==> src/shared/spc_pkg.sv <==
/*
 * Package for the serial peripheral pin-mode and bit-rate core:
 * control-word field positions, reset values, pin carriers, state types.
 * Assumes the control words are held by system logic and arrive as ports.
 */
`default_nettype none

package spc_pkg;

  // ==========================================================
  // Control word fields
  localparam int C1_SPE      = 6;
  localparam int C1_MSTR     = 4;
  localparam int C1_SELECT_OUTPUT_ENABLE     = 1;
  localparam int C2_MODE_FAULT_ENABLE   = 4;
  localparam int C2_BIDIR_OUTPUT_ENABLE  = 3;
  localparam int C2_SINGLE_WIRE_SELECT     = 0;
  localparam int RC_PRE_LSB  = 4;
  localparam int RC_RATE_LSB = 0;
  localparam int ST_SPRF     = 7;
  localparam int ST_SPTEF    = 5;
  localparam int ST_MODF     = 4;

  // ==========================================================
  // Reset values and counts
  localparam logic       GATE_RST  = 1'b1;
  localparam logic       POS_RST   = 1'b0;
  localparam logic [3:0] LAST_EDGE = 4'hF;
  localparam int         PRE_W     = 3;
  localparam int         RATE_MAX  = 8;

  // ==========================================================
  // Carriers and state
  typedef struct packed {
    logic ss;
    logic sck;
    logic mosi;
    logic miso;
  } spc_pins_t;

  typedef struct packed {
    spc_pins_t out;
    spc_pins_t oe;
  } spc_drive_t;

  typedef enum logic [2:0] {
    ST_IDLE  = 3'h1,
    ST_MXFER = 3'h2,
    ST_SXFER = 3'h4
  } spc_fsm_t;

  typedef struct packed {
    spc_fsm_t        fsm;
    logic            gate;
    logic            pos;
    spc_pins_t [1:0] sync1;
    spc_pins_t [1:0] sync2;
    logic            sckPrev;
    logic            sck;
    logic            sample;
    logic [3:0]      bitCnt;
    logic [7:0]      shift;
    logic [7:0]      txBuf;
    logic            txFull;
    logic [7:0]      rxBuf;
    logic            rxFull;
    logic            modf;
    logic [7:0]      status;
    spc_drive_t      drvA;
    spc_drive_t      drvB;
  } spc_core_t;

  function automatic spc_core_t spc_core_rst();
    spc_core_t r;
    r = '0;
    r.fsm = ST_IDLE;
    r.gate = GATE_RST;
    r.pos = POS_RST;
    r.status[ST_SPTEF] = 1'b1;
    return r;
  endfunction

  localparam spc_core_t CORE_RST = spc_core_rst();

endpackage

`default_nettype wire
==> src/rtl/spc_core.sv <==
/*
 * Serial peripheral port core: master/slave shifting, full-duplex or
 * single-wire pin routing, select and mode-fault pin use, two pin groups.
 * Assumes control words are held by system logic on clk_sys; pins arrive
 * unsynchronised and are sent out as output/enable pairs per group.
 */
// Behaviour
// - Pin group select routes all four pins; zero (default) picks group A.
// - Clock gate is on after reset; clearing it freezes the module.
// - Master alone starts transfers; each transfer swaps both shift registers.
// - Written byte waits in transmit buffer, loaded into shifter at start.
// - Finished received byte is copied into the receive buffer.
// - Master drives clock pin and MOSI, takes input from MISO.
// - Slave takes clock from pin, drives MISO, takes input from MOSI.
// - Prescaler divides bus clock by one to eight.
// - Rate stage divides prescaler output by one up to 256.
// - Disabled port releases all four pins; only the select pin, as master mode-fault input, still acts.
// - Single-wire master uses MOSI as data line, direction from enable bit.
// - Single-wire slave uses MISO as data line, direction from enable bit.
// - Single-wire slave releases the MOSI pin.
// - Single-wire master releases the MISO pin.
// - Slave always treats select pin as active-low select input.
// - Master without mode fault releases the select pin.
// - Master with mode fault: select is fault input or automatic output.
// - Disabled in stop modes; deep stop returns the reset state.
// - Light stop holds all state but the rate generator count, which keeps running; a reset exit restores reset state.
// - Five 8-bit software registers: options, rate, status, data.
`default_nettype none

module spc_core #(
  parameter int PRE_W    = spc_pkg::PRE_W,
  parameter int RATE_MAX = spc_pkg::RATE_MAX
) (
  // Clock and reset
  input  wire logic              clk_sys,
  input  wire logic              rst_n,
  // Option and rate words
  input  wire logic [7:0]        ctrlOne,
  input  wire logic [7:0]        ctrlTwo,
  input  wire logic [7:0]        rateCtrl,
  input  wire logic              pinPosSelect,
  // Clock gate and stop control
  input  wire logic              gateWrite,
  input  wire logic              gateData,
  input  wire logic              stopLight,
  input  wire logic              stopDeep,
  // Data and status
  input  wire logic              txWrite,
  input  wire logic [7:0]        txData,
  input  wire logic              rxRead,
  input  wire logic              modfClear,
  output logic [7:0]             rxData,
  output logic [7:0]             statusOut,
  output logic                   clockGateOn,
  // Pin group A
  input  wire spc_pkg::spc_pins_t pinInA,
  output spc_pkg::spc_pins_t     pinOutA,
  output spc_pkg::spc_pins_t     pinOeA,
  // Pin group B
  input  wire spc_pkg::spc_pins_t pinInB,
  output spc_pkg::spc_pins_t     pinOutB,
  output spc_pkg::spc_pins_t     pinOeB
);
  import spc_pkg::*;

  if (PRE_W != 3 || RATE_MAX > 15) begin : g_chk
    $error("spc_core: prescale field is three bits, rate field four");
  end

  spc_core_t  s;
  spc_core_t  n;
  spc_pins_t  inSel;
  spc_pins_t  actOe;
  spc_drive_t d;
  logic       en;
  logic       mst;
  logic       bidir;
  logic       dIn;
  logic       sel;
  logic       modfHit;
  logic       halt;
  logic       live;
  logic       tick;

  assign halt = !s.gate || stopLight;
  assign live = !halt && !stopDeep;

  // ==========================================================
  // Bit-rate generator
  spc_rate_gen #(
    .PRE_W   (PRE_W),
    .RATE_MAX(RATE_MAX)
  ) u_rate (
    .clk_sys(clk_sys),
    .rst_n  (rst_n),
    .run    (s.fsm == ST_MXFER && en),
    .preSel (rateCtrl[RC_PRE_LSB +: PRE_W]),
    .rateSel(rateCtrl[RC_RATE_LSB +: 4]),
    .tick   (tick)
  );

  // ==========================================================
  // Next state
  always_comb begin
    n = s;
    n.sync1 = {pinInB, pinInA};
    n.sync2 = s.sync1;
    n.pos = pinPosSelect;
    inSel = s.pos ? s.sync2[1] : s.sync2[0];
    en = ctrlOne[C1_SPE];
    mst = ctrlOne[C1_MSTR];
    bidir = ctrlTwo[C2_SINGLE_WIRE_SELECT];
    if (mst) begin
      dIn = bidir ? inSel.mosi : inSel.miso;
    end else begin
      dIn = bidir ? inSel.miso : inSel.mosi;
    end
    sel = !inSel.ss;
    modfHit = mst && ctrlTwo[C2_MODE_FAULT_ENABLE] && !ctrlOne[C1_SELECT_OUTPUT_ENABLE] && !inSel.ss;
    n.sckPrev = inSel.sck;
    // Clears go first so a same-cycle set wins
    if (rxRead) begin
      n.rxFull = 1'b0;
    end
    if (modfClear) begin
      n.modf = 1'b0;
    end
    unique case (s.fsm)
      ST_IDLE: begin
        n.bitCnt = '0;
        n.sck = 1'b0;
        if (mst && s.txFull && !modfHit) begin
          n.fsm = ST_MXFER;
          n.shift = s.txBuf;
          n.txFull = 1'b0;
        end else if (!mst && sel) begin
          n.fsm = ST_SXFER;
          if (s.txFull) begin
            n.shift = s.txBuf;
            n.txFull = 1'b0;
          end
        end
      end
      ST_MXFER: begin
        if (modfHit || !mst) begin
          n.fsm = ST_IDLE;
        end else if (tick) begin
          n.bitCnt = s.bitCnt + 4'h1;
          if (!s.bitCnt[0]) begin
            n.sck = 1'b1;
            n.sample = dIn;
          end else begin
            n.sck = 1'b0;
            n.shift = {s.shift[6:0], s.sample};
            if (s.bitCnt == LAST_EDGE) begin
              n.fsm = ST_IDLE;
              n.rxBuf = {s.shift[6:0], s.sample};
              n.rxFull = 1'b1;
            end
          end
        end
      end
      ST_SXFER: begin
        // Losing select mid-byte drops the partial byte
        if (mst || !sel) begin
          n.fsm = ST_IDLE;
        end else if (inSel.sck && !s.sckPrev) begin
          n.sample = dIn;
          n.bitCnt = s.bitCnt + 4'h1;
        end else if (!inSel.sck && s.sckPrev) begin
          n.bitCnt = s.bitCnt + 4'h1;
          n.shift = {s.shift[6:0], s.sample};
          if (s.bitCnt == LAST_EDGE) begin
            n.rxBuf = {s.shift[6:0], s.sample};
            n.rxFull = 1'b1;
            if (s.txFull) begin
              n.shift = s.txBuf;
              n.txFull = 1'b0;
            end
          end
        end
      end
    endcase
    if (modfHit) begin
      n.modf = 1'b1;
    end
    if (txWrite && en) begin
      n.txBuf = txData;
      n.txFull = 1'b1;
    end
    if (!en) begin
      n.fsm = ST_IDLE;
      n.txFull = 1'b0;
      n.rxFull = 1'b0;
      n.shift = '0;
      n.bitCnt = '0;
      n.sck = 1'b0;
    end
    // Pin drive, released unless a mode claims the pin
    d = '0;
    if (en && mst) begin
      d.oe.sck = 1'b1;
      d.out.sck = n.sck;
      d.out.mosi = n.shift[7];
      d.oe.mosi = bidir ? ctrlTwo[C2_BIDIR_OUTPUT_ENABLE] : 1'b1;
      if (ctrlTwo[C2_MODE_FAULT_ENABLE] && ctrlOne[C1_SELECT_OUTPUT_ENABLE]) begin
        d.oe.ss = 1'b1;
        d.out.ss = n.fsm != ST_MXFER;
      end
    end else if (en && sel) begin
      d.out.miso = n.shift[7];
      d.oe.miso = bidir ? ctrlTwo[C2_BIDIR_OUTPUT_ENABLE] : 1'b1;
    end
    n.drvA = n.pos ? '0 : d;
    n.drvB = n.pos ? d : '0;
    n.status = '0;
    n.status[ST_SPRF] = n.rxFull;
    n.status[ST_SPTEF] = !n.txFull;
    n.status[ST_MODF] = n.modf;
    // Halted clock keeps everything, the gate bit lives outside
    if (halt) begin
      n = s;
    end
    if (gateWrite) begin
      n.gate = gateData;
    end
    if (stopDeep) begin
      n = CORE_RST;
    end
  end

  always_ff @(posedge clk_sys or negedge rst_n) begin
    if (!rst_n) begin
      s <= CORE_RST;
    end else begin
      s <= n;
    end
  end

  assign rxData = s.rxBuf;
  assign statusOut = s.status;
  assign clockGateOn = s.gate;
  assign pinOutA = s.drvA.out;
  assign pinOeA = s.drvA.oe;
  assign pinOutB = s.drvB.out;
  assign pinOeB = s.drvB.oe;
  assign actOe = s.pos ? s.drvB.oe : s.drvA.oe;

  // ==========================================================
  // Checks
  property p_pos;
    @(posedge clk_sys) disable iff (!rst_n)
      !s.pos |-> s.drvB.oe == '0;
  endproperty
  a_pos: assert property (p_pos) else $error("group B driven while A chosen");

  property p_hold;
    @(posedge clk_sys) disable iff (!rst_n)
      halt && !stopDeep |=> $stable(s.shift) && $stable(s.fsm) && $stable(s.txBuf);
  endproperty
  a_hold: assert property (p_hold) else $error("state moved while halted");

  property p_release;
    @(posedge clk_sys) disable iff (!rst_n)
      live && !ctrlOne[C1_SPE] |=> pinOeA == '0 && pinOeB == '0;
  endproperty
  a_release: assert property (p_release) else $error("pin driven while disabled");

  property p_txhold;
    @(posedge clk_sys) disable iff (!rst_n)
      live && ctrlOne[C1_SPE] && txWrite |=> s.txFull && s.txBuf == $past(txData);
  endproperty
  a_txhold: assert property (p_txhold) else $error("written byte not held");

  property p_rxcopy;
    @(posedge clk_sys) disable iff (!rst_n)
      live && en && mst && !modfHit && s.fsm == ST_MXFER && tick && s.bitCnt == LAST_EDGE
      |=> s.rxFull && s.rxBuf == {$past(s.shift[6:0]), $past(s.sample)};
  endproperty
  a_rxcopy: assert property (p_rxcopy) else $error("received byte not copied");

  property p_master;
    @(posedge clk_sys) disable iff (!rst_n)
      live && en && mst && !bidir |=> actOe.sck && actOe.mosi && !actOe.miso;
  endproperty
  a_master: assert property (p_master) else $error("master pin routing wrong");

  property p_mbidir;
    @(posedge clk_sys) disable iff (!rst_n)
      live && en && mst && bidir
      |=> actOe.mosi == $past(ctrlTwo[C2_BIDIR_OUTPUT_ENABLE]) && !actOe.miso;
  endproperty
  a_mbidir: assert property (p_mbidir) else $error("master shared line wrong");

  property p_sbidir;
    @(posedge clk_sys) disable iff (!rst_n)
      live && en && !mst && bidir && sel
      |=> actOe.miso == $past(ctrlTwo[C2_BIDIR_OUTPUT_ENABLE]) && !actOe.mosi;
  endproperty
  a_sbidir: assert property (p_sbidir) else $error("slave shared line wrong");

  property p_unsel;
    @(posedge clk_sys) disable iff (!rst_n)
      live && en && !mst && !sel |=> actOe == '0;
  endproperty
  a_unsel: assert property (p_unsel) else $error("unselected slave drives");

  property p_ssrel;
    @(posedge clk_sys) disable iff (!rst_n)
      live && en && mst && !ctrlTwo[C2_MODE_FAULT_ENABLE] |=> !actOe.ss;
  endproperty
  a_ssrel: assert property (p_ssrel) else $error("select pin not released");

  property p_ssout;
    @(posedge clk_sys) disable iff (!rst_n)
      live && en && mst && ctrlTwo[C2_MODE_FAULT_ENABLE] && ctrlOne[C1_SELECT_OUTPUT_ENABLE] |=> actOe.ss;
  endproperty
  a_ssout: assert property (p_ssout) else $error("select output not driven");

  property p_deep;
    @(posedge clk_sys) disable iff (!rst_n)
      stopDeep |=> s == CORE_RST ##1 !$past(stopDeep) || s == CORE_RST;
  endproperty
  a_deep: assert property (p_deep) else $error("deep stop not in reset state");

endmodule

`default_nettype wire

==> src/rtl/spc_rate_gen.sv <==
/*
 * Master bit-rate generator: prescaler then power-of-two divider.
 * Emits one tick per half bit period while run is high.
 * Assumes run, preSel and rateSel come from logic on clk_sys.
 */
`default_nettype none

module spc_rate_gen #(
  parameter int PRE_W    = 3,
  parameter int RATE_MAX = 8
) (
  // Clock and reset
  input  wire logic               clk_sys,
  input  wire logic               rst_n,
  // Control
  input  wire logic               run,
  input  wire logic [PRE_W-1:0]   preSel,
  input  wire logic [3:0]         rateSel,
  // Half-bit tick
  output logic                    tick
);
  import spc_pkg::*;

  if (PRE_W < 1 || RATE_MAX < 1 || RATE_MAX > 15) begin : g_chk
    $error("spc_rate_gen: unsupported divider widths");
  end

  typedef struct packed {
    logic [PRE_W-1:0]    pre;
    logic [RATE_MAX-1:0] cnt;
    logic                tick;
  } spc_rg_t;

  spc_rg_t             s;
  spc_rg_t             n;
  logic [3:0]          rs;
  logic [RATE_MAX-1:0] lim;

  // ==========================================================
  // Divider
  always_comb begin
    n = s;
    n.tick = 1'b0;
    rs = (rateSel > 4'(RATE_MAX)) ? 4'(RATE_MAX) : rateSel;
    lim = RATE_MAX'((32'd1 << rs) - 32'd1);
    if (!run) begin
      n = '0;
    end else if (s.pre == preSel) begin
      n.pre = '0;
      if (s.cnt == lim) begin
        n.cnt = '0;
        n.tick = 1'b1;
      end else begin
        n.cnt = s.cnt + RATE_MAX'(1);
      end
    end else begin
      n.pre = s.pre + PRE_W'(1);
    end
  end

  always_ff @(posedge clk_sys or negedge rst_n) begin
    if (!rst_n) begin
      s <= '0;
    end else begin
      s <= n;
    end
  end

  assign tick = s.tick;

  // ==========================================================
  // Tick spacing check
  logic [15:0] gap;
  logic [15:0] span;

  assign span = 16'((32'(preSel) + 32'd1) << rs);

  always_ff @(posedge clk_sys or negedge rst_n) begin
    if (!rst_n) begin
      gap <= '0;
    end else begin
      // Start one below zero so the first tick after start sees the same count
      gap <= !run ? 16'hFFFF : (tick ? 16'h0000 : gap + 16'h0001);
    end
  end

  property p_rate;
    @(posedge clk_sys) disable iff (!rst_n)
      tick && $stable(preSel) && $stable(rateSel) |-> gap == span - 16'h0001;
  endproperty
  a_rate: assert property (p_rate) else $error("half-bit period wrong");

endmodule

`default_nettype wire

==> config.mk <==
export PLATFORM = sky130hd
export DESIGN_NAME = spc_core
export DESIGN_NICKNAME = d
export VERILOG_FILES = /design/src/shared/spc_pkg.sv /design/src/rtl/spc_core.sv /design/src/rtl/spc_rate_gen.sv
export SDC_FILE = /design/constraint.sdc
export NUM_CORES = 1
export LEC_CHECK = 0
export BUFFER_PORTS_ARGS = -buffer_cell sky130_fd_sc_hd__buf_4
export CORE_UTILIZATION = 57
export DETAILED_ROUTE_END_ITERATION = 10
export GPL_TIMING_DRIVEN = 0
export PLACE_DENSITY = 0.91
export SLEW_MARGIN = 20
export SYNTH_ARGS = -nofsm -noshare
export SYNTH_HDL_FRONTEND = slang
export SYNTH_HIERARCHICAL = 1
export SYNTH_SLANG_ARGS = --single-unit
export TNS_END_PERCENT = 1
==> constraint.sdc <==
create_clock -name clk_sys -period 2.4 [get_ports clk_sys]
set_input_delay 0.12 -clock clk_sys [delete_from_list [all_inputs] [get_ports clk_sys]]
set_output_delay 0.12 -clock clk_sys [all_outputs]
set_load 0.02 [all_outputs]
Yosys cells after proc, flatten, opt, wreduce, memory -nomap -nowiden
Index checks and enable logic that the tools add are counted.
W data, S select, Z words.
- divide/modulo/power cells: 0
- eq/ne operators: 28
- muxes and demuxes: 74
- multiply operators: 0
- $add $sub $neg: 4
- bitwise gates (word level): 0
- $lt $le $gt $ge: 1
- shift-type cells: 1
- reductions and logical operators: 32
- operator list (operator ; count):
    $mux W79 ; 2
    $mux W8 ; 10
    $mux W12 ; 6
    $mux W9 ; 6
    $mux W10 ; 4
    $pmux W12 S3 ; 1
    $mux W3 ; 11
    $mux W14 ; 2
    $ne A3 B3 Y1 const B ; 8
    $mux W1 ; 23
    $ne A4 B4 Y1 const B ; 5
    $pmux W9 S2 ; 1
    $ne A5 B5 Y1 const B ; 3
    $logic_and A1 B1 Y1 ; 13
    $mux W13 ; 1
    $mux W4 ; 3
    $reduce_and A10 Y1 ; 1
    $ne A3 B2 Y1 const B ; 3
    $pmux W3 S3 ; 1
    $reduce_and A9 Y1 ; 1
    $add A8 B1 Y8 const B ; 1
    $eq A8 B8 Y1 ; 1
    $logic_not A1 Y1 ; 8
    $shl A1 B4 Y8 const A ; 1
    other kinds (18) ; 24
- word-level logic and storage cells: 190
- bits of input ports: 50
- memories: 0
- bits in writable memories: 0
- latch bits: 0
- ROM bits: 0
- register bits after elaboration: 91

Longest topological paths before layout
Gate-level depths: netlist of the first run.
- depth after elaboration: 17
- mapped depth: 10
- gate-level depth less buffers: 8

Cells and area by module
The synthesis of the first run kept the hierarchy.
- modules (own cells, without submodules) (module ; area each (um^2) ; times used ; cells each):
    spc_core ; 4008.8 ; 1 ; 425
    spc_rate_gen ; 947.2 ; 1 ; 94

Worst setup path before layout of the first run
No wires, ideal clock.
- path kind: input to register
- from: input port rateCtrl[3]
- to: register u_rate/s[6] (netlist name)
- arrival time: 2248 ps
- slack: 54 ps
- setup time: 98 ps
- required time: 2302 ps
- buffers on the path: 1
- stages on the path: 8
- cell sequence: buf_6 > or4b_2 > ha_1 > and2_2 > o211a_1 > a211oi_2 > and4bb_4 > nor4bb_2
- longest elaborated chain between the ends: 8
- ends and longest elaborated chain (element ; RTL line ; RTL):
    start, declared ; spc_core.sv:40 ; input wire logic [7:0] rateCtrl,
    $gt A4 B4 Y1 ; spc_rate_gen.sv:44 ; rs = (rateSel > 4'(RATE_MAX)) ? 4'(RATE_MAX) : rateSel;
    $mux W4 * ; spc_rate_gen.sv:44 ;
    $shl A1 B4 Y8 * ; spc_rate_gen.sv:45 ; lim = RATE_MAX'((32'd1 << rs) - 32'd1);
    $sub A8 B1 Y8 * ; spc_rate_gen.sv:45 ;
    $eq A8 B8 Y1 * ; spc_rate_gen.sv:50 ; if (s.cnt == lim) begin
    $mux W8 * ; spc_rate_gen.sv:50 ;
    $mux W9 * ; spc_rate_gen.sv:48 ; end else if (s.pre == preSel) begin
    $mux W12 * ; spc_rate_gen.sv:46 ; if (!run) begin
    end signal, assigned ; spc_rate_gen.sv:65 ; s <= n;
    end, declared ; spc_rate_gen.sv:34 ; spc_rg_t s;
Mark *: on every way between the ends. The rest lies on a longest branch, timed or not. The select of a mux whose other input is x is not followed.
A chain may end at the register's enable or synchronous reset.

Worst setup path in the final report of the first run
- from: register s[74] (netlist name)
- to: register s[49] (netlist name)
- longest elaborated chain between the ends: 10
- elaborated cells between the ends (all ways): 23
- ends and longest elaborated chain (element ; RTL line ; RTL):
    start, declared ; spc_core.sv:70 ; spc_core_t s;
    start signal, assigned ; spc_core.sv:236 ; s <= n;
    $mux W4 * ; spc_core.sv:109 ; inSel = s.pos ? s.sync2[1] : s.sync2[0];
    $logic_not A1 Y1 ; spc_core.sv:118, spc_core.sv:119 ;
    $logic_and A1 B1 Y1 ; spc_core.sv:119 ; modfHit = mst && ctrlTwo[C2_MODE_FAULT_ENABLE] && !ctrlOne[C1_SELECT_OUTPUT_ENABLE] && !inSel.ss;
    $logic_not A1 Y1 ; spc_core.sv:132 ; if (mst && s.txFull && !modfHit) begin
    $logic_and A1 B1 Y1 ; spc_core.sv:132 ;
    $mux W8 ; spc_core.sv:132 ;
    $pmux W12 S3 ; spc_core.sv:128 ; unique case (s.fsm)
    $mux W12 ; spc_core.sv:191 ; if (!en) begin
    $mux W79 ; spc_core.sv:221 ; if (halt) begin
    $mux W79 ; spc_core.sv:227 ; if (stopDeep) begin
Marked as above.

==> run summary, run 1 <==
The die covers 0.00907 mm^2. The post-layout minimum cycle time came out at 2.33 ns. The register area share after synthesis is 42.5%.

The first-pass GRT wire length is 19900 um. The share of final-layout standard cells stronger than drive strength 1 is 28.5%. Ranked by total cell area, the synthesized netlist is headed by sky130_fd_sc_hd__dfrtp_1, sky130_fd_sc_hd__nand2_1, sky130_fd_sc_hd__buf_4. CTS saw 84 sinks. In this run the critical register-to-register path is launched from s[74]. The estimated wirelength of the detail-placed design is 8730 um. The type of element launching the critical path is a flip-flop. The initial core utilization is 59.7%.

The count of pins over their slew limit came out at 0. The residual DRC count came out at 0. The number of DRC violations after detailed-routing iteration 0 came out at 351. Synthesis produced 519 cells.

The core region is 0.00830 mm^2. The clock reaches the later pin of the worst-skew pair after 0.37 ns. The number of routed nets with antenna violations came out at 0. Setup repair after global routing could not meet its margin everywhere. On the final layout, the worst clock skew is 0.00919 ns. Entering global routing, the biggest net connects 85 pins. The total power of the final layout came out at 2.99 mW. The leakage power total came out at 2.75 nW. The final setup violation count is 0. The total wire length is 12600 um.

The root buffer cell chosen for the clock tree is sky130_fd_sc_hd__clkbuf_8. The number of enable-type register cells in the synthesized netlist came out at 0. The number of I/O pins is 83. The largest area contributor in the netlist is sky130_fd_sc_hd__dfrtp_1. Relative to the synthesized area, the layout overhead comes to 22.0%. The number of distinct library cells after synthesis is 80. The routability congestion estimate from global placement is 0.958. For this design the ratio of total power to cell area is 494 mW/mm^2. The flow ran to the end, but the final reports show violations. The number of failing hold endpoints at the final stage is 1. Max-cap violations in this run came to 0. The maximum VDD drop came out at 0.460 mV.

The per-cell via count in the routed design came out at 6.02. The minimum setup slack after placement came out at -0.189 ns. The clock passes through at most 2 buffers.

At the pin with the least slew margin, the transition time is 0.746 ns. The endpoint arrival time on the critical path is 2.62 ns. Clock-pin slew was measured on the worst setup and hold paths at 0.08 ns.

After floorplanning, the core was divided into 33 placement rows. The total number of nets in the final design is 672. The number of antenna violations at the first check in global routing came out at 0. The kind of end point of the critical path is a flip-flop. In the final routed layout, each cell accounts on average for 17.3 um. The die width is 95.2 um. The floorplan step set the die height to 95.2 um. Summed over all layers, the global routing overflow is 0. The average cell area after synthesis is 9.55 um^2.

The share of the cycle needed by the critical path after routing is 97.1%. The path class of the tightest hold or removal check is input port to flip-flop. The first detailed-routing pass ran for 5 iterations. Buffers placed on the I/O ports in this run total 64.

In this run the worst path has a maximum fanout of 7. The number of CTS-inserted buffers is 9. The flop-to-flop setup slack came out at 0.07 ns. The minimum hold slack is -0.000969 ns.

By startpoint and endpoint, the worst setup path is classified as flip-flop to flip-flop. The number of global-route vias before repair is 4154. The instance count along the most critical hold path is 3. CTS built an H-tree with a depth of 3. The global routing usage summed across all routing layers came out at 28.9%.

For this run, the leading register cell type out of synthesis is sky130_fd_sc_hd__dfrtp_1. TritonCTS built the clock tree. For this run, the top clock speed supported by timing is 0.429 GHz. Summing every instance area after synthesis gives 0.00496 mm^2. The total negative setup slack came out at 0 ns. The count of warnings emitted by yosys is 6. The depth of the most critical reg-to-reg path is 10.

The count of inserted antenna diode cells is 0. At the end of the flow the core is filled with cells to 72.8%. The timing endpoint of the critical path is s[49]. The share of synthesized registers carrying an async set or reset is 100%. Across all setup checks in the final design, the least slack found is 0.0696 ns. The most critical setup path has its startpoint at s[74]. The max-slew headroom at the worst pin came out at 50.3%. The area share of the largest cell type after synthesis is 40.9%.

The final reports fail on negative hold slack. Counting flops and latches in the post-synthesis netlist gives 84. The worst path required time is 2.69 ns. The via count came out at 4365. The endpoint of the lowest-slack register-to-register path is s[49].
power breakdown:
| group | internal (mW) | total [mW] | switching (mW) |
|---|---|---|---|
| Clock | 0.635 | 1.15 | 0.511 |
| Sequential | 1.44 | 1.46 | 0.0181 |
| Combinational | 0.154 | 0.382 | 0.228 |
| Total | 2.23 | 2.99 | 0.757 |
worst min-delay path by stage:
stage / slack (ns) / from / to
global route: 0.01 / txData[0] / s[35]
global placement: 0.36 / rst_n / s[67]
floorplan: -0.18 / rst_n / pinOeA[0]
finish: -0.001 / pinInB[3] / s[73]
detailed placement: 0.36 / rst_n / s[67]
CTS: 0.002 / pinInB[3] / s[73]
flip-flops by register name, indices dropped and copies added (netlist names):
signal,cells
u_rate/s,11
pinOeA,4
pinOutB,4
u_rate/tick,1
pinOutA,4
s,44
clockGateOn,1
rxData,8
pinOeB,4
statusOut,3
layout make-up:
| type | count | area, um^2 |
|---|---|---|
| fillers | 595 | 2250 |
| inverters | 18 | 67.6 |
| repair buffers | 82 | 657 |
| flip-flops and latches | 84 | 2110 |
| multi-input cells | 362 | 2450 |
| clock buffers | 11 | 151 |
| clock inverters | 4 | 72.6 |
| plain buffers | 59 | 410 |
| well taps | 105 | 131 |
stage by stage:
step | instance area [um^2] | std cells
finish | 6050 | 725
global route | 6050 | 725
CTS | 5980 | 722
detailed placement | 5580 | 692
global placement | 5580 | 692
floorplan | 4970 | 523
cells in the mapped netlist (11+ instances only):
| library cell | count |
|---|---|
| sky130_fd_sc_hd__o31ai_1 | 13 |
| sky130_fd_sc_hd__dfrtp_1 | 81 |
| sky130_fd_sc_hd__nand2_1 | 78 |
| sky130_fd_sc_hd__nand3_1 | 18 |
| sky130_fd_sc_hd__a21oi_1 | 37 |
| sky130_fd_sc_hd__and3_1 | 11 |
| sky130_fd_sc_hd__inv_1 | 18 |
| sky130_fd_sc_hd__o22ai_1 | 12 |
| sky130_fd_sc_hd__o21ai_0 | 24 |
| sky130_fd_sc_hd__nor2_1 | 22 |
| sky130_fd_sc_hd__buf_4 | 32 |
| sky130_fd_sc_hd__clkbuf_1 | 13 |
what timing repair did:
action,in CTS,in global routing
pin swaps,1,0
setup endpoints to repair,22,42
hold endpoints to repair,95,0
resized for setup,6,12
hold buffers,15,0
buffers inserted,0,3
cloned,0,0
layer usage:
metal	vias up	track usage [%]	wire length, um	share of wire, %
met5	-	0	0	0
met4	0	13.4	350	2.8
met1	2109	37.4	5210	41
met3	40	5.02	749	6.0
met2	181	47.3	6240	50
li1	2035	-	-	-
cell families after synthesis:
group	Yosys count	share of synthesized area, %
simple gates	181	20.6
compound gates	152	21.6
flops	84	42.5
buf+inv	77	9.59
xor+xnor	9	1.59
mux	9	2.55
fa+ha+maj	6	1.51
other cells	1	0.0757
cell usage in the layout (no fill, tap or decap), types with 4 or more instances in the layout:
cell type,n
sky130_fd_sc_hd__buf_6,7
sky130_fd_sc_hd__o21ai_0,24
sky130_fd_sc_hd__o31ai_1,13
sky130_fd_sc_hd__nand2b_1,7
sky130_fd_sc_hd__nor2_1,22
sky130_fd_sc_hd__a22o_1,7
sky130_fd_sc_hd__dlygate4sd3_1,15
sky130_fd_sc_hd__clkbuf_8,12
sky130_fd_sc_hd__buf_4,98
sky130_fd_sc_hd__ha_1,5
sky130_fd_sc_hd__o22ai_1,12
sky130_fd_sc_hd__and3_1,11
sky130_fd_sc_hd__nand2_1,78
sky130_fd_sc_hd__clkbuf_1,11
sky130_fd_sc_hd__nor3_1,4
sky130_fd_sc_hd__a21o_1,4
sky130_fd_sc_hd__conb_1,5
sky130_fd_sc_hd__nand3_1,18
sky130_fd_sc_hd__dfrtp_1,81
sky130_fd_sc_hd__inv_1,18
sky130_fd_sc_hd__a21oi_1,36
sky130_fd_sc_hd__xor2_1,7
sky130_fd_sc_hd__a211oi_2,5
sky130_fd_sc_hd__o211ai_1,5
sky130_fd_sc_hd__buf_2,4
sky130_fd_sc_hd__nor2b_1,5
sky130_fd_sc_hd__a22oi_1,7
critical path, stage by stage, from the launching register on:
cell and delay [ns]:
sky130_fd_sc_hd__dfrtp_1 0.36, sky130_fd_sc_hd__buf_6 0.15, sky130_fd_sc_hd__mux2i_4 0.25, sky130_fd_sc_hd__inv_1 0.06, sky130_fd_sc_hd__ha_2 0.20, sky130_fd_sc_hd__nand2b_2 0.22, sky130_fd_sc_hd__nor3_4 0.16, sky130_fd_sc_hd__o22ai_2 0.15
sky130_fd_sc_hd__or3_1 0.35, sky130_fd_sc_hd__buf_2 0.18, sky130_fd_sc_hd__o22ai_1 0.17
(Power assumes the default switching activity.)
==> run 2: changes to the inputs <==
ABC_AREA = 1   (was default)
CORE_UTILIZATION = 58   (was 57)
==> run 2 against run 1 <==
The run now ends clean. Combinational power up 15%. Die area grew 8.2%. Cell count rose by 32%. Critical path depth grew 3. Non-clock buffer count shrank 9. Register-to-register slack gained 0.09 ns. Routed wire length fell by 2.2%. Global-route usage is 1.9 points lower. Total power barely moved. Cell area increased by 7.2%. Clock-buffer cell count shrank 2. Worst setup slack improved by 0.093 ns. Critical path type unchanged. Critical endpoint is now s[44]. Largest power group unchanged.
==> run summary, run 2 <==
The fmax came to 0.447 GHz (was 0.429 GHz). The share of the synthesized area in compound gates (AO/OA/AOI/OAI) came out at 9.02% (was 21.6%). The number of I/O pins came out at 83 (unchanged). Result of the run: complete, no violations (was complete, but fails checks). The share of synthesized registers carrying an async set or reset came out at 100% (unchanged). The count of warnings emitted by yosys is 6 (unchanged). The routability congestion estimate from global placement is 0.986 (was 0.958). The fill cell total of the finished layout is 763 (was 595). The worst path required time came out at 2.70 ns (was 2.69 ns). The maximum VDD drop came out at 0.307 mV (was 0.460 mV).

The worst setup skew after layout is 0.0105 ns (was 0.00919 ns). The instance count after placement with tap cells included came out at 926 (was 692). The core box area is 0.00920 mm^2 (was 0.00830 mm^2). The area share of and/or/nand/nor cells after synthesis is 36.2% (was 20.6%). The flop-to-flop setup slack is 0.16 ns (was 0.07 ns). The cell type of the slowest stage on the worst timing path is sky130_fd_sc_hd__dfrtp_1 (unchanged). The residual DRC count is 0 (unchanged).

The number of failing hold endpoints at the final stage came out at 0 (was 1). The clock transition at the register clock pins on the worst setup and hold paths after CTS is 0.10 ns (was 0.08 ns). The number of distinct library cells after synthesis is 46 (was 80). The largest buffer count on any clock path is 2 (unchanged). The largest driver fanout on the critical path is 8 (was 7).

The max-slew headroom at the worst pin was 51.3% (was 50.3%). The post-CTS setup-driven buffer insertion count is 0 (unchanged). The placement row count is 35 (was 33). The post-synthesis share of cell area spent on full adders, half adders and majority gates came out at 1.37% (was 1.51%). The area enclosed by the die boundary is 0.00981 mm^2 (was 0.00907 mm^2). The count of buffers inserted at the top-level ports came out at 64 (unchanged).

The number of detailed-routing iterations run before antenna repair is 6 (was 5). The type of element launching the critical path is a flip-flop (unchanged). The worst min-delay path class is input port to flip-flop (unchanged).

The number of DRC violations after detailed-routing iteration 0 is 285 (was 351). The synthesized area came out at 0.00547 mm^2 (was 0.00496 mm^2). The most instantiated flip-flop cell in the synthesis netlist is sky130_fd_sc_hd__dfrtp_1 (unchanged). The kind of end point of the critical path was a flip-flop (unchanged). The post-synthesis cell count came out at 747 (was 519). The initial core utilization is 59.4% (was 59.7%).

The routed wire length per instance came out at 12.8 um (was 17.3 um). The total power of the final layout came to 2.99 mW (about the same). The power density relative to cell area is 461 mW/mm^2 (was 494 mW/mm^2). The H-tree depth is 3 (unchanged). The average cell area after synthesis came to 7.32 um^2 (was 9.55 um^2).

The delay of the slowest cell on the worst path is 0.39 ns (was 0.36 ns). The most prevalent standard cell on the critical path is sky130_fd_sc_hd__nand2_1. The number of routed nets with antenna violations came out at 0 (unchanged). The post-layout minimum cycle time came out at 2.24 ns (was 2.33 ns). The max-cap violation count came out at 0 (unchanged). The estimated wirelength of the detail-placed design is 9110 um (was 8730 um). The final setup violation count is 0 (unchanged). The leading cell type in the layout, fill and taps excluded is sky130_fd_sc_hd__nand2_1 (was sky130_fd_sc_hd__buf_4). The number of antenna violations at the first check in global routing is 0 (unchanged). The most common cell in the synthesized netlist is sky130_fd_sc_hd__nand2_1 (was sky130_fd_sc_hd__dfrtp_1). The cell area reported after detailed placement came out at 0.00610 mm^2 (was 0.00558 mm^2).

The number of CTS-inserted buffers was 9 (unchanged). The share of final-layout standard cells stronger than drive strength 1 came to 23.5% (was 28.5%). The class of the most critical setup path is flip-flop to flip-flop (unchanged). The xor and xnor area share after synthesis came out at 1.28% (was 1.59%). The endpoint arrival time on the critical path came to 2.54 ns (was 2.62 ns).

The slew at the pin with the worst max-slew slack is 0.730 ns (was 0.746 ns). The fraction of the core area covered by cells at the end of the flow came to 70.5% (was 72.8%). The number of standard cells in the layout, taps in and fillers out came out at 958 (was 725). The total global routing overflow is 0 (unchanged). The minimum setup slack after placement came to 0.140 ns (was -0.189 ns). The die width is 99.1 um (was 95.2 um). The largest net degree at the start of global routing came out at 85 (unchanged). Commonest non-fill, non-tap cells in the layout: sky130_fd_sc_hd__nand2_1, sky130_fd_sc_hd__buf_4, sky130_fd_sc_hd__nand3_1, sky130_fd_sc_hd__dfrtp_1, sky130_fd_sc_hd__inv_1 (was sky130_fd_sc_hd__buf_4, sky130_fd_sc_hd__dfrtp_1, sky130_fd_sc_hd__nand2_1, sky130_fd_sc_hd__a21oi_1, sky130_fd_sc_hd__o21ai_0). The CTS tree was done (unchanged). The total negative setup slack came out at 0 ns (unchanged). The global routing usage summed across all routing layers was 27.0% (was 28.9%). The per-cell via count in the routed design came out at 5.19 (was 6.02). The final critical-path setup slack came out at 0.163 ns (was 0.0696 ns).

The number of clock sinks seen by CTS came out at 84 (unchanged). The count of inserted antenna diode cells is 0 (unchanged). The area share of the largest cell type after synthesis came out at 37.1% (was 40.9%).

The first-pass GRT wire length is 20900 um (was 19900 um). The leakage power total is 3.28 nW (was 2.75 nW). The total number of nets in the final design came out at 898 (was 672). The number of enable-type register cells in the synthesized netlist came out at 0 (unchanged). The minimum hold slack is 0.0183 ns (was -0.000969 ns). The share of cell area taken by muxes after synthesis came out at 0% (was 2.55%). The share of the cycle needed by the critical path after routing is 93.2% (was 97.1%). The flip-flop count of the largest register after layout came to 44 (unchanged). The chip height came out at 99.1 um (was 95.2 um). Unrepaired setup endpoints after global routing: no (was yes). The clock latency on the worst-skew pair came out at 0.36 ns (was 0.37 ns). The number of flip-flops and latches in the synthesized netlist is 84 (unchanged). The largest area contributor in the netlist was sky130_fd_sc_hd__dfrtp_1 (unchanged). The via count is 4969 (was 4365). Leading cell types by total area after synthesis: sky130_fd_sc_hd__dfrtp_1, sky130_fd_sc_hd__nand2_1, sky130_fd_sc_hd__nand3_1 (was sky130_fd_sc_hd__dfrtp_1, sky130_fd_sc_hd__nand2_1, sky130_fd_sc_hd__buf_4). The number of global-route vias before repair came out at 4566 (was 4154).

Critical Path, Cell by Cell: buf_6 -> o21ai_0 -> inv_1 -> ha_1 -> nor2_2 -> inv_1 -> nor3_4 -> nand2_1 -> nand3_1 -> nand2_1 -> clkinv_1 -> nand3_1 -> nand2_1 (was buf_6 -> mux2i_4 -> inv_1 -> ha_2 -> nand2b_2 -> nor3_4 -> o22ai_2 -> or3_1 -> buf_2 -> o22ai_1). Ranking of synthesized cells by instance count: sky130_fd_sc_hd__nand2_1, sky130_fd_sc_hd__nand3_1, sky130_fd_sc_hd__dfrtp_1, sky130_fd_sc_hd__inv_1, sky130_fd_sc_hd__nor2_1 (was sky130_fd_sc_hd__dfrtp_1, sky130_fd_sc_hd__nand2_1, sky130_fd_sc_hd__a21oi_1, sky130_fd_sc_hd__buf_4, sky130_fd_sc_hd__o21ai_0). The final standard cell area without fillers came out at 0.00648 mm^2 (was 0.00605 mm^2). The register area share after synthesis came out at 38.5% (was 42.5%). The count of pins over their slew limit came out at 0 (unchanged). The register with the most flip-flops was s (unchanged).

The area growth from synthesis to final layout came out at 18.6% (was 22.0%). The dominant combinational cell family by area after synthesis is simple AND/OR/NAND/NOR gates (was compound AO/OA/AOI/OAI gates). The total wire length is 12300 um (was 12600 um). The cell at the root of the clock tree is sky130_fd_sc_hd__clkbuf_8 (unchanged).
## run 2: cell types whose count changed after synthesis, sizes merged, moves of 9 or more
cell	change
nand2	+160
nand3	+73
a21oi	-25
and3	-13
nor2	+38
inv	+72
a211oi	-9
o31ai	-12
o21ai	+28
## run 2: power by group
part | internal [mW] | switching (mW)
Sequential | 1.45 | 0.0163
Clock | 0.508 | 0.575
Combinational | 0.166 | 0.275
Total | 2.12 | 0.866
## run 2: kinds of logic after synthesis
family	count (synthesis)
other cells	1
xor+xnor	8
fa+ha+maj	6
simple gates	416
compound gates	82
buf+inv	150
flops	84
## run 2: path summary, 6_finish.rpt
kind                                 from        end  cells past startpoint
worst max-delay path                s[74]      s[44]                     13
worst min-delay path            txData[0]      s[35]                      3
worst max register to register      s[74]      s[44]                     13
worst min register to register  rxData[1]  rxData[1]                      2
max in group asynchronous           rst_n      s[43]                      2
min in group asynchronous           rst_n      s[66]                      2
## run 2: layer usage
layer / routed length, um / up-vias / GRT usage, %
met5: 0 / - / 0
met4: 210 / 0 / 9.84
met3: 670 / 23 / 3.76
met2: 5970 / 162 / 45.3
met1: 5420 / 2253 / 35.8
li1: - / 2531 / -
## run 2: final cells by class
class	instances	area, um^2	area share (%)
clock inverter	7	91.3	1.41
buffer	52	363	5.60
inverter	98	375	5.79
clock buffer	9	124	1.91
multi-input combinational	517	2640	40.7
timing repair buffer	80	644	9.94
sequential	84	2110	32.5
tap	111	139	2.14
## run 2: worst max-delay path: cells and delay by family, from the launching register on
kind,cells,cell delay (ns)
and+or+nand+nor,7,0.86
DFF,1,0.39
buffers and inverters,4,0.39
AOI/OAI and AO/OA,1,0.27
adders and majority gates,1,0.25
## run 2: timing repair
action	4_1_cts	5_1_grt
resized for setup	0	1
hold buffers	16	0
endpoints found under the hold margin	95	0
setup endpoints to repair	0	7
